**config.mk**
```make
export PLATFORM = sky130hd
export DESIGN_NAME = scrr_top
export DESIGN_NICKNAME = d
export VERILOG_FILES = /design/src/common/scrr_pkg.sv /design/src/hw/scrr_top.sv
export VERILOG_INCLUDE_DIRS = /design/src /design/src/common
export SDC_FILE = /design/constraint.sdc
export NUM_CORES = 1
export LEC_CHECK = 0
export BUFFER_PORTS_ARGS = -buffer_cell sky130_fd_sc_hd__buf_2
export CORE_UTILIZATION = 50
export DETAILED_ROUTE_END_ITERATION = 8
export GPL_ROUTABILITY_DRIVEN = 0
export PLACE_DENSITY_LB_ADDON = 0.05
export SLEW_MARGIN = 5
export SYNTH_ARGS = -nofsm -noshare
export SYNTH_HDL_FRONTEND = slang
export SYNTH_SLANG_ARGS = --single-unit
```
**constraint.sdc**
```tcl
create_clock -name pclk -period 7.7 [get_ports pclk]
set_clock_uncertainty 0.05 [all_clocks]
set_input_delay 1.155 -clock pclk [delete_from_list [all_inputs] [get_ports pclk]]
set_output_delay 1.155 -clock pclk [all_outputs]
set_load 0.01 [all_outputs]
```
**src/common/scrr_regs.svh**
```systemverilog
// Register offsets, field positions, reset values and fixed codes of the report responder
`ifndef SCRR_REGS_SVH
`define SCRR_REGS_SVH

// Register byte addresses
`define SCRR_CTRL_OFS 12'h000
`define SCRR_CDB0_OFS 12'h004
`define SCRR_CDB1_OFS 12'h008
`define SCRR_CDB2_OFS 12'h00c
`define SCRR_DCMD_OFS 12'h010
`define SCRR_NOMRAW_OFS 12'h014
`define SCRR_RECRAW_OFS 12'h018
`define SCRR_EXTDLY_OFS 12'h01c
`define SCRR_PWRDLY_OFS 12'h020
`define SCRR_TMFSUP_OFS 12'h024
`define SCRR_STATUS_OFS 12'h028
`define SCRR_ALLOC_OFS 12'h02c

// CTRL fields (write-one pulses)
`define SCRR_CTRL_TMF_BIT 0
`define SCRR_CTRL_CTD_BIT 1

// DCMD fields
`define SCRR_DCMD_OP_LSB 0
`define SCRR_DCMD_MODE_LSB 8
`define SCRR_DCMD_CSDEF_BIT 16
`define SCRR_DCMD_OTHEVT_BIT 17
`define SCRR_DCMD_PWRCHG_BIT 18
`define SCRR_DCMD_SECS_LSB 24

// STATUS fields
`define SCRR_ST_BUSY_BIT 0
`define SCRR_ST_CHECK_BIT 1
`define SCRR_ST_GOOD_BIT 2
`define SCRR_ST_SK_LSB 8
`define SCRR_ST_ASC_LSB 16

// Reset values
`define SCRR_TMFSUP_RST 9'h000
`define SCRR_WORD_RST 32'h0000_0000

// Command and descriptor codes
`define SCRR_OP_REPORT 8'ha3
`define SCRR_SA_TMF 5'h0d
`define SCRR_OP_WRBUF 8'h3b
`define SCRR_WB_DL_FIRST 8'h04
`define SCRR_WB_DL_LAST 8'h07
`define SCRR_WB_DEFER 8'h0e
`define SCRR_WB_ACTIVATE 8'h0f
`define SCRR_DESC_LEN 8'h0a
`define SCRR_DESC_BYTES 4'hc
`define SCRR_TMF_BYTES 4'h4
`define SCRR_MIN_ALLOC 32'h0000_0004
`define SCRR_SK_ILLEGAL 4'h5
`define SCRR_ASC_BAD_FIELD 8'h24
`define SCRR_ASC_BAD_OP 8'h20

`endif

```
**src/common/scrr_pkg.sv**
```systemverilog
// Types shared by the report responder
package scrr_pkg;
  // Command sequencer states
  typedef enum logic [3:0] {
    S_IDLE = 4'h1,
    S_DECODE = 4'h2,
    S_SEND = 4'h4,
    S_DONE = 4'h8
  } scrr_state_e;
  typedef logic [7:0] scrr_byte_t;
endpackage : scrr_pkg

```
**src/hw/scrr_top.sv**
```systemverilog
// Capability report responder: task-management report and command timeouts descriptor
//
// The implementer's own choices: the placing of the registers and the APB interface to the registers.
`timescale 1ns/1ps
`default_nettype none
`include "scrr_regs.svh"

module scrr_top (
  input wire logic pclk, // APB clock, 40 MHz
  input wire logic presetn, // Async reset, active low
  input wire logic psel, // APB select
  input wire logic penable, // APB access phase
  input wire logic pwrite, // APB write
  input wire logic [11:0] paddr, // APB byte address
  input wire logic [31:0] pwdata, // APB write data
  output logic [31:0] prdata, // APB read data
  output logic pready, // APB ready
  output logic pslverr, // APB error on unmapped address
  output logic tx_valid, // Parameter byte valid
  output logic [7:0] tx_data, // Parameter byte
  output logic tx_last, // Final byte of the transfer
  input wire logic tx_ready, // Transport takes the byte
  output logic cmd_done, // Command finished pulse
  output logic cmd_check // Last command ended in check condition
);

  scrr_pkg::scrr_state_e state_r, state_nxt;
  logic [31:0] cdb0_r, cdb1_r, cdb2_r, dcmd_r, nomraw_r, recraw_r, extdly_r, pwrdly_r;
  logic [8:0] tmfsup_r;
  logic [31:0] prdata_r;
  scrr_pkg::scrr_byte_t resp_r [0:11];
  logic [3:0] len_r, cnt_r;
  logic is_tmf_r, check_r, good_r;
  logic [3:0] sk_r;
  logic [7:0] asc_r;
  logic done_r;
  logic wr_en, rd_setup, mapped, start_tmf, start_ctd;
  logic [31:0] alloc_len;
  logic op_ok, fld_ok, short_alloc;
  logic [31:0] nom_val, rec_val, pwr_sub;
  logic [7:0] cs_val;

  // Address decode shared by reads and writes
  function automatic logic addr_hit(input logic [11:0] a);
    addr_hit = (a <= `SCRR_ALLOC_OFS) && (a[1:0] == 2'b00);
  endfunction : addr_hit

  // Saturating subtraction of an excluded interval
  function automatic logic [31:0] sat_sub(input logic [31:0] a, input logic [31:0] b);
    sat_sub = (a > b) ? (a - b) : 32'h0000_0000;
  endfunction : sat_sub

  // Command-specific byte of the timeouts descriptor
  function automatic logic [7:0] cs_byte(input logic [31:0] d);
    logic [7:0] op;
    logic [7:0] md;
    logic [7:0] secs;
    op = d[`SCRR_DCMD_OP_LSB +: 8];
    md = d[`SCRR_DCMD_MODE_LSB +: 8];
    secs = d[`SCRR_DCMD_SECS_LSB +: 8];
    if (op == `SCRR_OP_WRBUF) begin
      if ((md >= `SCRR_WB_DL_FIRST && md <= `SCRR_WB_DL_LAST) || md == `SCRR_WB_ACTIVATE) begin
        cs_byte = secs;
      end else if (md == `SCRR_WB_DEFER && d[`SCRR_DCMD_OTHEVT_BIT]) begin
        cs_byte = secs;
      end else begin
        cs_byte = 8'h00;
      end
    end else if (d[`SCRR_DCMD_CSDEF_BIT]) begin
      cs_byte = secs;
    end else begin
      cs_byte = 8'h00;
    end
  endfunction : cs_byte

  // APB strobes; zero wait states
  assign wr_en = psel && penable && pwrite;
  assign rd_setup = psel && !penable && !pwrite;
  assign mapped = addr_hit(paddr);
  assign pready = 1'b1;
  assign pslverr = psel && penable && !mapped;
  assign prdata = prdata_r;
  assign start_tmf = wr_en && mapped && (paddr == `SCRR_CTRL_OFS) && pwdata[`SCRR_CTRL_TMF_BIT]
                     && (state_r == scrr_pkg::S_IDLE);
  assign start_ctd = wr_en && mapped && (paddr == `SCRR_CTRL_OFS) && pwdata[`SCRR_CTRL_CTD_BIT]
                     && (state_r == scrr_pkg::S_IDLE) && !start_tmf;

  // CDB decode
  assign alloc_len = {cdb1_r[23:16], cdb1_r[31:24], cdb2_r[7:0], cdb2_r[15:8]};
  assign op_ok = (cdb0_r[7:0] == `SCRR_OP_REPORT) && (cdb0_r[12:8] == `SCRR_SA_TMF)
                 && (cdb0_r[15:13] == 3'b000);
  assign fld_ok = (cdb0_r[31:16] == 16'h0000) && (cdb1_r[15:0] == 16'h0000)
                  && (cdb2_r[23:16] == 8'h00) && (cdb2_r[31:30] == 2'b00)
                  && !cdb2_r[26];
  assign short_alloc = alloc_len < `SCRR_MIN_ALLOC;

  // Timeouts net of uncontrolled delays and power transition
  assign pwr_sub = dcmd_r[`SCRR_DCMD_PWRCHG_BIT] ? pwrdly_r : `SCRR_WORD_RST;
  assign nom_val = sat_sub(sat_sub(nomraw_r, extdly_r), pwr_sub);
  assign rec_val = sat_sub(sat_sub(recraw_r, extdly_r), pwr_sub);
  assign cs_val = cs_byte(dcmd_r);

  // Configuration registers written by software
  always_ff @(posedge pclk or negedge presetn) begin
    if (!presetn) begin
      cdb0_r <= `SCRR_WORD_RST;
      cdb1_r <= `SCRR_WORD_RST;
      cdb2_r <= `SCRR_WORD_RST;
      dcmd_r <= `SCRR_WORD_RST;
      nomraw_r <= `SCRR_WORD_RST;
      recraw_r <= `SCRR_WORD_RST;
      extdly_r <= `SCRR_WORD_RST;
      pwrdly_r <= `SCRR_WORD_RST;
      tmfsup_r <= `SCRR_TMFSUP_RST;
    end else if (wr_en) begin
      case (paddr)
        `SCRR_CDB0_OFS: cdb0_r <= pwdata;
        `SCRR_CDB1_OFS: cdb1_r <= pwdata;
        `SCRR_CDB2_OFS: cdb2_r <= pwdata;
        `SCRR_DCMD_OFS: dcmd_r <= pwdata;
        `SCRR_NOMRAW_OFS: nomraw_r <= pwdata;
        `SCRR_RECRAW_OFS: recraw_r <= pwdata;
        `SCRR_EXTDLY_OFS: extdly_r <= pwdata;
        `SCRR_PWRDLY_OFS: pwrdly_r <= pwdata;
        `SCRR_TMFSUP_OFS: tmfsup_r <= pwdata[8:0];
        default: ;
      endcase
    end
  end

  // Read data captured in the setup phase
  always_ff @(posedge pclk or negedge presetn) begin
    if (!presetn) begin
      prdata_r <= `SCRR_WORD_RST;
    end else if (rd_setup) begin
      case (paddr)
        `SCRR_CDB0_OFS: prdata_r <= cdb0_r;
        `SCRR_CDB1_OFS: prdata_r <= cdb1_r;
        `SCRR_CDB2_OFS: prdata_r <= cdb2_r;
        `SCRR_DCMD_OFS: prdata_r <= dcmd_r;
        `SCRR_NOMRAW_OFS: prdata_r <= nomraw_r;
        `SCRR_RECRAW_OFS: prdata_r <= recraw_r;
        `SCRR_EXTDLY_OFS: prdata_r <= extdly_r;
        `SCRR_PWRDLY_OFS: prdata_r <= pwrdly_r;
        `SCRR_TMFSUP_OFS: prdata_r <= {23'h000000, tmfsup_r};
        `SCRR_STATUS_OFS: prdata_r <= {8'h00, asc_r, 4'h0, sk_r, 5'h00, good_r, check_r,
                                       (state_r != scrr_pkg::S_IDLE)};
        `SCRR_ALLOC_OFS: prdata_r <= alloc_len;
        default: prdata_r <= `SCRR_WORD_RST;
      endcase
    end
  end

  // Sequencer next state
  always_comb begin
    state_nxt = state_r;
    case (state_r)
      scrr_pkg::S_IDLE: begin
        if (start_tmf) begin
          state_nxt = scrr_pkg::S_DECODE;
        end else if (start_ctd) begin
          state_nxt = scrr_pkg::S_SEND;
        end
      end
      scrr_pkg::S_DECODE: begin
        state_nxt = (op_ok && fld_ok && !short_alloc) ? scrr_pkg::S_SEND : scrr_pkg::S_DONE;
      end
      scrr_pkg::S_SEND: begin
        if (tx_ready && (cnt_r == len_r - 4'h1)) begin
          state_nxt = scrr_pkg::S_DONE;
        end
      end
      scrr_pkg::S_DONE: state_nxt = scrr_pkg::S_IDLE;
      default: state_nxt = scrr_pkg::S_IDLE;
    endcase
  end

  // Sequencer state register
  always_ff @(posedge pclk or negedge presetn) begin
    if (!presetn) begin
      state_r <= scrr_pkg::S_IDLE;
    end else begin
      state_r <= state_nxt;
    end
  end

  // Completion status and sense data
  always_ff @(posedge pclk or negedge presetn) begin
    if (!presetn) begin
      check_r <= 1'b0;
      good_r <= 1'b0;
      sk_r <= 4'h0;
      asc_r <= 8'h00;
      is_tmf_r <= 1'b0;
    end else if (start_tmf || start_ctd) begin
      check_r <= 1'b0;
      good_r <= 1'b0;
      sk_r <= 4'h0;
      asc_r <= 8'h00;
      is_tmf_r <= start_tmf;
    end else if (state_r == scrr_pkg::S_DECODE) begin
      if (!op_ok) begin
        check_r <= 1'b1;
        sk_r <= `SCRR_SK_ILLEGAL;
        asc_r <= `SCRR_ASC_BAD_OP;
      end else if (!fld_ok || short_alloc) begin
        check_r <= 1'b1;
        sk_r <= `SCRR_SK_ILLEGAL;
        asc_r <= `SCRR_ASC_BAD_FIELD;
      end
    end else if (state_r == scrr_pkg::S_SEND && state_nxt == scrr_pkg::S_DONE) begin
      good_r <= 1'b1;
    end
  end

  // Response bytes: built at start, shifted out MSB first
  always_ff @(posedge pclk or negedge presetn) begin
    if (!presetn) begin
      for (int i = 0; i < 12; i++) begin
        resp_r[i] <= 8'h00;
      end
    end else if (start_ctd) begin
      resp_r[0] <= 8'h00;
      resp_r[1] <= `SCRR_DESC_LEN;
      resp_r[2] <= 8'h00;
      resp_r[3] <= cs_val;
      for (int i = 0; i < 4; i++) begin
        resp_r[4 + i] <= nom_val[31 - 8 * i -: 8];
        resp_r[8 + i] <= rec_val[31 - 8 * i -: 8];
      end
    end else if (start_tmf) begin
      resp_r[0] <= {tmfsup_r[8:3], 2'b00};
      resp_r[1] <= {5'h00, tmfsup_r[2:0]};
      for (int i = 2; i < 12; i++) begin
        resp_r[i] <= 8'h00;
      end
    end else if (state_r == scrr_pkg::S_SEND && tx_ready) begin
      for (int i = 0; i < 11; i++) begin
        resp_r[i] <= resp_r[i + 1];
      end
      resp_r[11] <= 8'h00;
    end
  end

  // Byte count and truncated length
  always_ff @(posedge pclk or negedge presetn) begin
    if (!presetn) begin
      len_r <= 4'h0;
      cnt_r <= 4'h0;
    end else if (start_ctd) begin
      len_r <= `SCRR_DESC_BYTES;
      cnt_r <= 4'h0;
    end else if (start_tmf) begin
      len_r <= `SCRR_TMF_BYTES;
      cnt_r <= 4'h0;
    end else if (state_r == scrr_pkg::S_DECODE) begin
      if (alloc_len < {28'h0000000, `SCRR_TMF_BYTES}) begin
        len_r <= alloc_len[3:0];
      end
    end else if (state_r == scrr_pkg::S_SEND && tx_ready) begin
      cnt_r <= cnt_r + 4'h1;
    end
  end

  // Completion pulse
  always_ff @(posedge pclk or negedge presetn) begin
    if (!presetn) begin
      done_r <= 1'b0;
    end else begin
      done_r <= (state_r == scrr_pkg::S_DONE);
    end
  end

  // Stream and status outputs
  assign tx_valid = (state_r == scrr_pkg::S_SEND);
  assign tx_data = resp_r[0];
  assign tx_last = tx_valid && (cnt_r == len_r - 4'h1);
  assign cmd_done = done_r;
  assign cmd_check = check_r;
endmodule : scrr_top
`default_nettype wire
```
==> qor.csv <==
stage;metric;value;unit
run_status;run status;complete, no violations;
sta;fmax;0.151;GHz
yosys;post-synthesis cell type with the largest combined area;dfrtp_1;
yosys;Synth Instances;2610;
clocking;Skew-Pair Late Insertion Delay;0.62;ns
power;maximum VDD drop;179;uV
sta;Slew Limit Fails;0;
setup_path;CP delay by family, top;compound AO/OA/AOI/OAI gates;
sta;Hold Vio Cnt, Final;0;
die;row count;81;
clocking;CTS Buffer Depth;3;
die;die width;225;um
placement;placed wire-length estimate;67.6;mm
final_layout;Total Nets Final;2836;
worst_hold_path;sink of the worst hold path;prdata[21];
sta;Slew @ Worst Pin;1.13;ns
die;Starting Density;50.8;%
route;vias;21800;
clocking;post_cts resized;0;
sta;RSZ-0062 raised after global routing;no;
yosys;synth unique cells;93;
route;WL final;91.1;mm
yosys;predominant post-synthesis flop cell;dfrtp_1;
global_route;GR Util All Layers;36.2;%
clocking;Clock Tree Root;clkbuf_16;
sta;worst hold slack;0.420;ns
route;Initial DRC Count;2636;
final_layout;multi-input logic area;13800;um^2
final_layout;Sequential cell area;10200;um^2
yosys;Avg Inst Size Synth;9.53;um^2
setup_path;Max stage delay on crit path;0.73;ns
flow_run;Max-Cap Viols;0;
yosys;syn_nets;2794;
setup_path;Worst Setup Start Kind;flip-flop;
die;Die ar.;50600;um^2
final_layout;area grow syn2layout;10.6;%
setup_path;CP Data Arrival Time;7.11;ns
yosys;flip-flop and latch count after synthesis;409;
setup_path;crit-path cells;inv_1, ha_1, inv_1, fa_1, a211oi_1, o21bai_1, a31oi_1, nor3_1, nor3_1, o21ai_0, a21oi_1, a31o_2, buf_4, nor2_1, ha_1, a211oi_1, nor2_1, o41ai_1, o21ai_0, a2111oi_0, o31ai_1, xor2_1, nand2_1, a21oi_1;
global_route;largest net degree at the start of global routing;152;
global_route;first-pass GRT wire length;137;mm
clocking;TritonCTS clock tree;done;
setup_path;r2r worst-path depth;24;
route;vias per cell;6.50;
worst_hold_path;hold path depth;2;
clocking;htree depth;2;
clocking;CTS Sinks;409;
power;pwr/cell area;169;nW/um^2
sta;crit share post-route;86.1;%
setup_path;Worst Path Buf+Inv;3;
yosys;compound-gate portion of the synthesized area;18.6;%
placement;IO buf count;94;
yosys;largest family of logic cells by synthesized area;compound AO/OA/AOI/OAI gates;
power;LEAKAGE;13.3;nW
setup_path;reg2reg setup slack;1.07;ns
sta;Final TNS setup;0;ns
final_layout;share of layout cells above drive strength 1;17.8;%
yosys;mux share of post-synthesis cell area;11.9;%
yosys;sequential cell area fraction in the yosys report;41.2;%
route;DR WL/cell;27.2;um
clocking;post-cts hold buffer count;0;
yosys;asr flop ratio synth;100;%
clocking;setup bufs post-CTS;0;
yosys;number of enable flip-flop cells after synthesis;0;
die;# IOs;96;
yosys;simple-gate portion of the synthesized area;13.8;%
yosys;synth cell count leaders;dfrtp_1, nand2_1, nor2_1;
yosys;Yosys top cell area share;41.1;%
global_route;Congestion Overflow GR;0;
yosys;Post-Syn Area;24900;um^2
route;DRT antenna net count;0;
yosys;top post-synthesis cells by area;dfrtp_1, mux2_2, ha_1, nand2_1, o21ai_0;
global_route;vias in the first global route;21000;
setup_path;Worst Setup End Kind;flip-flop;
placement;cell area after placement;25900;um^2
route;first-pass detailed-route iteration total;9;
yosys;Yosys warnings;0;
yosys;top-count cell post-synth;dfrtp_1;
die;die height;225;um
clocking;total CTS buffers;46;
sta;Slew HR;24.6;%
final_layout;fill cell count;4421;
final_layout;Finished Cell Area;27500;um^2
die;CORE AREA;49000;um^2
worst_hold_path;Hold Crit Class;reg -> reg;
worst_hold_path;hold path startpoint;prdata[21];
sta;final setup fails;0;
setup_path;Worst Path Required;8.18;ns
setup_path;Slowest-stage cell, CP;a2111oi_0;
global_route;antenna violations before repair;5;
setup_path;Max FO, Critical Path;18;
yosys;Adder-Cell Fraction of Synth Area;6.86;%
route;# DRC;0;
clocking;Clock transition at path regs;0.06;ns
yosys;Post-Synth XOR/XNOR Area;4.19;%
setup_path;CP Class;reg -> reg;
setup_path;reg2reg end;resp_r[63];
setup_path;reg-to-reg startpoint;nomraw_r[0];
sta;final worst path period need;6.63;ns
cells in the final DEF, fill, tap and decap left out, drive strengths merged, types with 61 or more instances in the layout:
cell type / instances
nand2: 321
buf: 126
dfrtp: 408
ha: 130
clkbuf: 68
inv: 73
a21oi: 203
xnor2: 61
mux2: 234
o21ai: 217
nor2: 230
worst max path at each step:
stage,startpoint,to,slack [ns],cells after the start
floorplan,nomraw_r[0],resp_r[59],2.42,26
global placement,nomraw_r[0],resp_r[63],1.42,24
detailed placement,nomraw_r[0],resp_r[59],1.33,25
CTS,nomraw_r[0],resp_r[59],1.30,25
global route,nomraw_r[0],resp_r[61],0.57,24
finish,nomraw_r[0],resp_r[63],1.07,24
cell families (layout without fill, tap and decap cells):
| group | count (synthesis) | count (layout) |
|---|---|---|
| buf+inv | 204 | 281 |
| mux | 263 | 263 |
| fa+ha+maj | 134 | 134 |
| compound gates | 720 | 720 |
| other cells | 1 | 3 |
| xor+xnor | 119 | 119 |
| flops | 409 | 409 |
| simple gates | 760 | 760 |
state kept, by name, indices dropped and copies added, names as in the netlist, 8 cells and up:
name	count
dcmd_r	32
cdb0_r	32
prdata	32
nomraw_r	32
cdb2_r	32
tmfsup_r	9
recraw_r	32
resp_r	88
tx_data	8
extdly_r	32
cdb1_r	32
pwrdly_r	32
layout make-up:
cell class | count | share of cell area, %
multi-input combinational | 1997 | 50.3
sequential | 409 | 37.2
clock buffer | 68 | 5.00
tap | 664 | 3.02
timing repair buffer | 126 | 2.71
inverter | 72 | 0.983
clock inverter | 15 | 0.719
antenna | 2 | 0.0182
worst register-to-register path: stages (launching register included):
cell and delay (ns):
dfrtp_1 0.39, inv_1 0.11, ha_1 0.19, inv_1 0.06
fa_1 0.44, a211oi_1 0.34, o21bai_1 0.16, a31oi_1 0.27
nor3_1 0.16, nor3_1 0.50, o21ai_0 0.19, a21oi_1 0.31
a31o_2 0.38, buf_4 0.30, nor2_1 0.09, ha_1 0.41
a211oi_1 0.24, nor2_1 0.09, o41ai_1 0.40, o21ai_0 0.18
a2111oi_0 0.73, o31ai_1 0.18, xor2_1 0.16, nand2_1 0.07
a21oi_1 0.16
report_power, final:
group          leakage (nW)  internal (W)  switching (W)  total [W]
Clock                 0.768       0.00134       0.000947    0.00229
Combinational          7.03     0.0000432       0.000124   0.000168
Sequential             5.47       0.00217      0.0000131    0.00218
through the flow:
step                      setup slack (ns)  std cells  total power [W]  util, %
after global placement                1.42       3268          0.00238     53.0
after global routing                 0.566       3352          0.00475     56.2
after CTS                             1.30       3351          0.00466     56.2
after floorplan                       2.42       2610          0.00226        -
after detailed placement              1.33       3268          0.00238     53.0
final                                 1.07       3353          0.00464     56.2
metal layers:
| layer | track usage, % | vias to the layer above | wire length [um] |
|---|---|---|---|
| li1 | - | 9585 | - |
| met2 | 54.3 | 1209 | 39800 |
| met5 | 0 | - | 27 |
| met4 | 13.6 | 4 | 3630 |
| met1 | 50.7 | 10800 | 37800 |
| met3 | 8.51 | 217 | 9870 |
No activity file was read; power rests on OpenSTA's default activity.
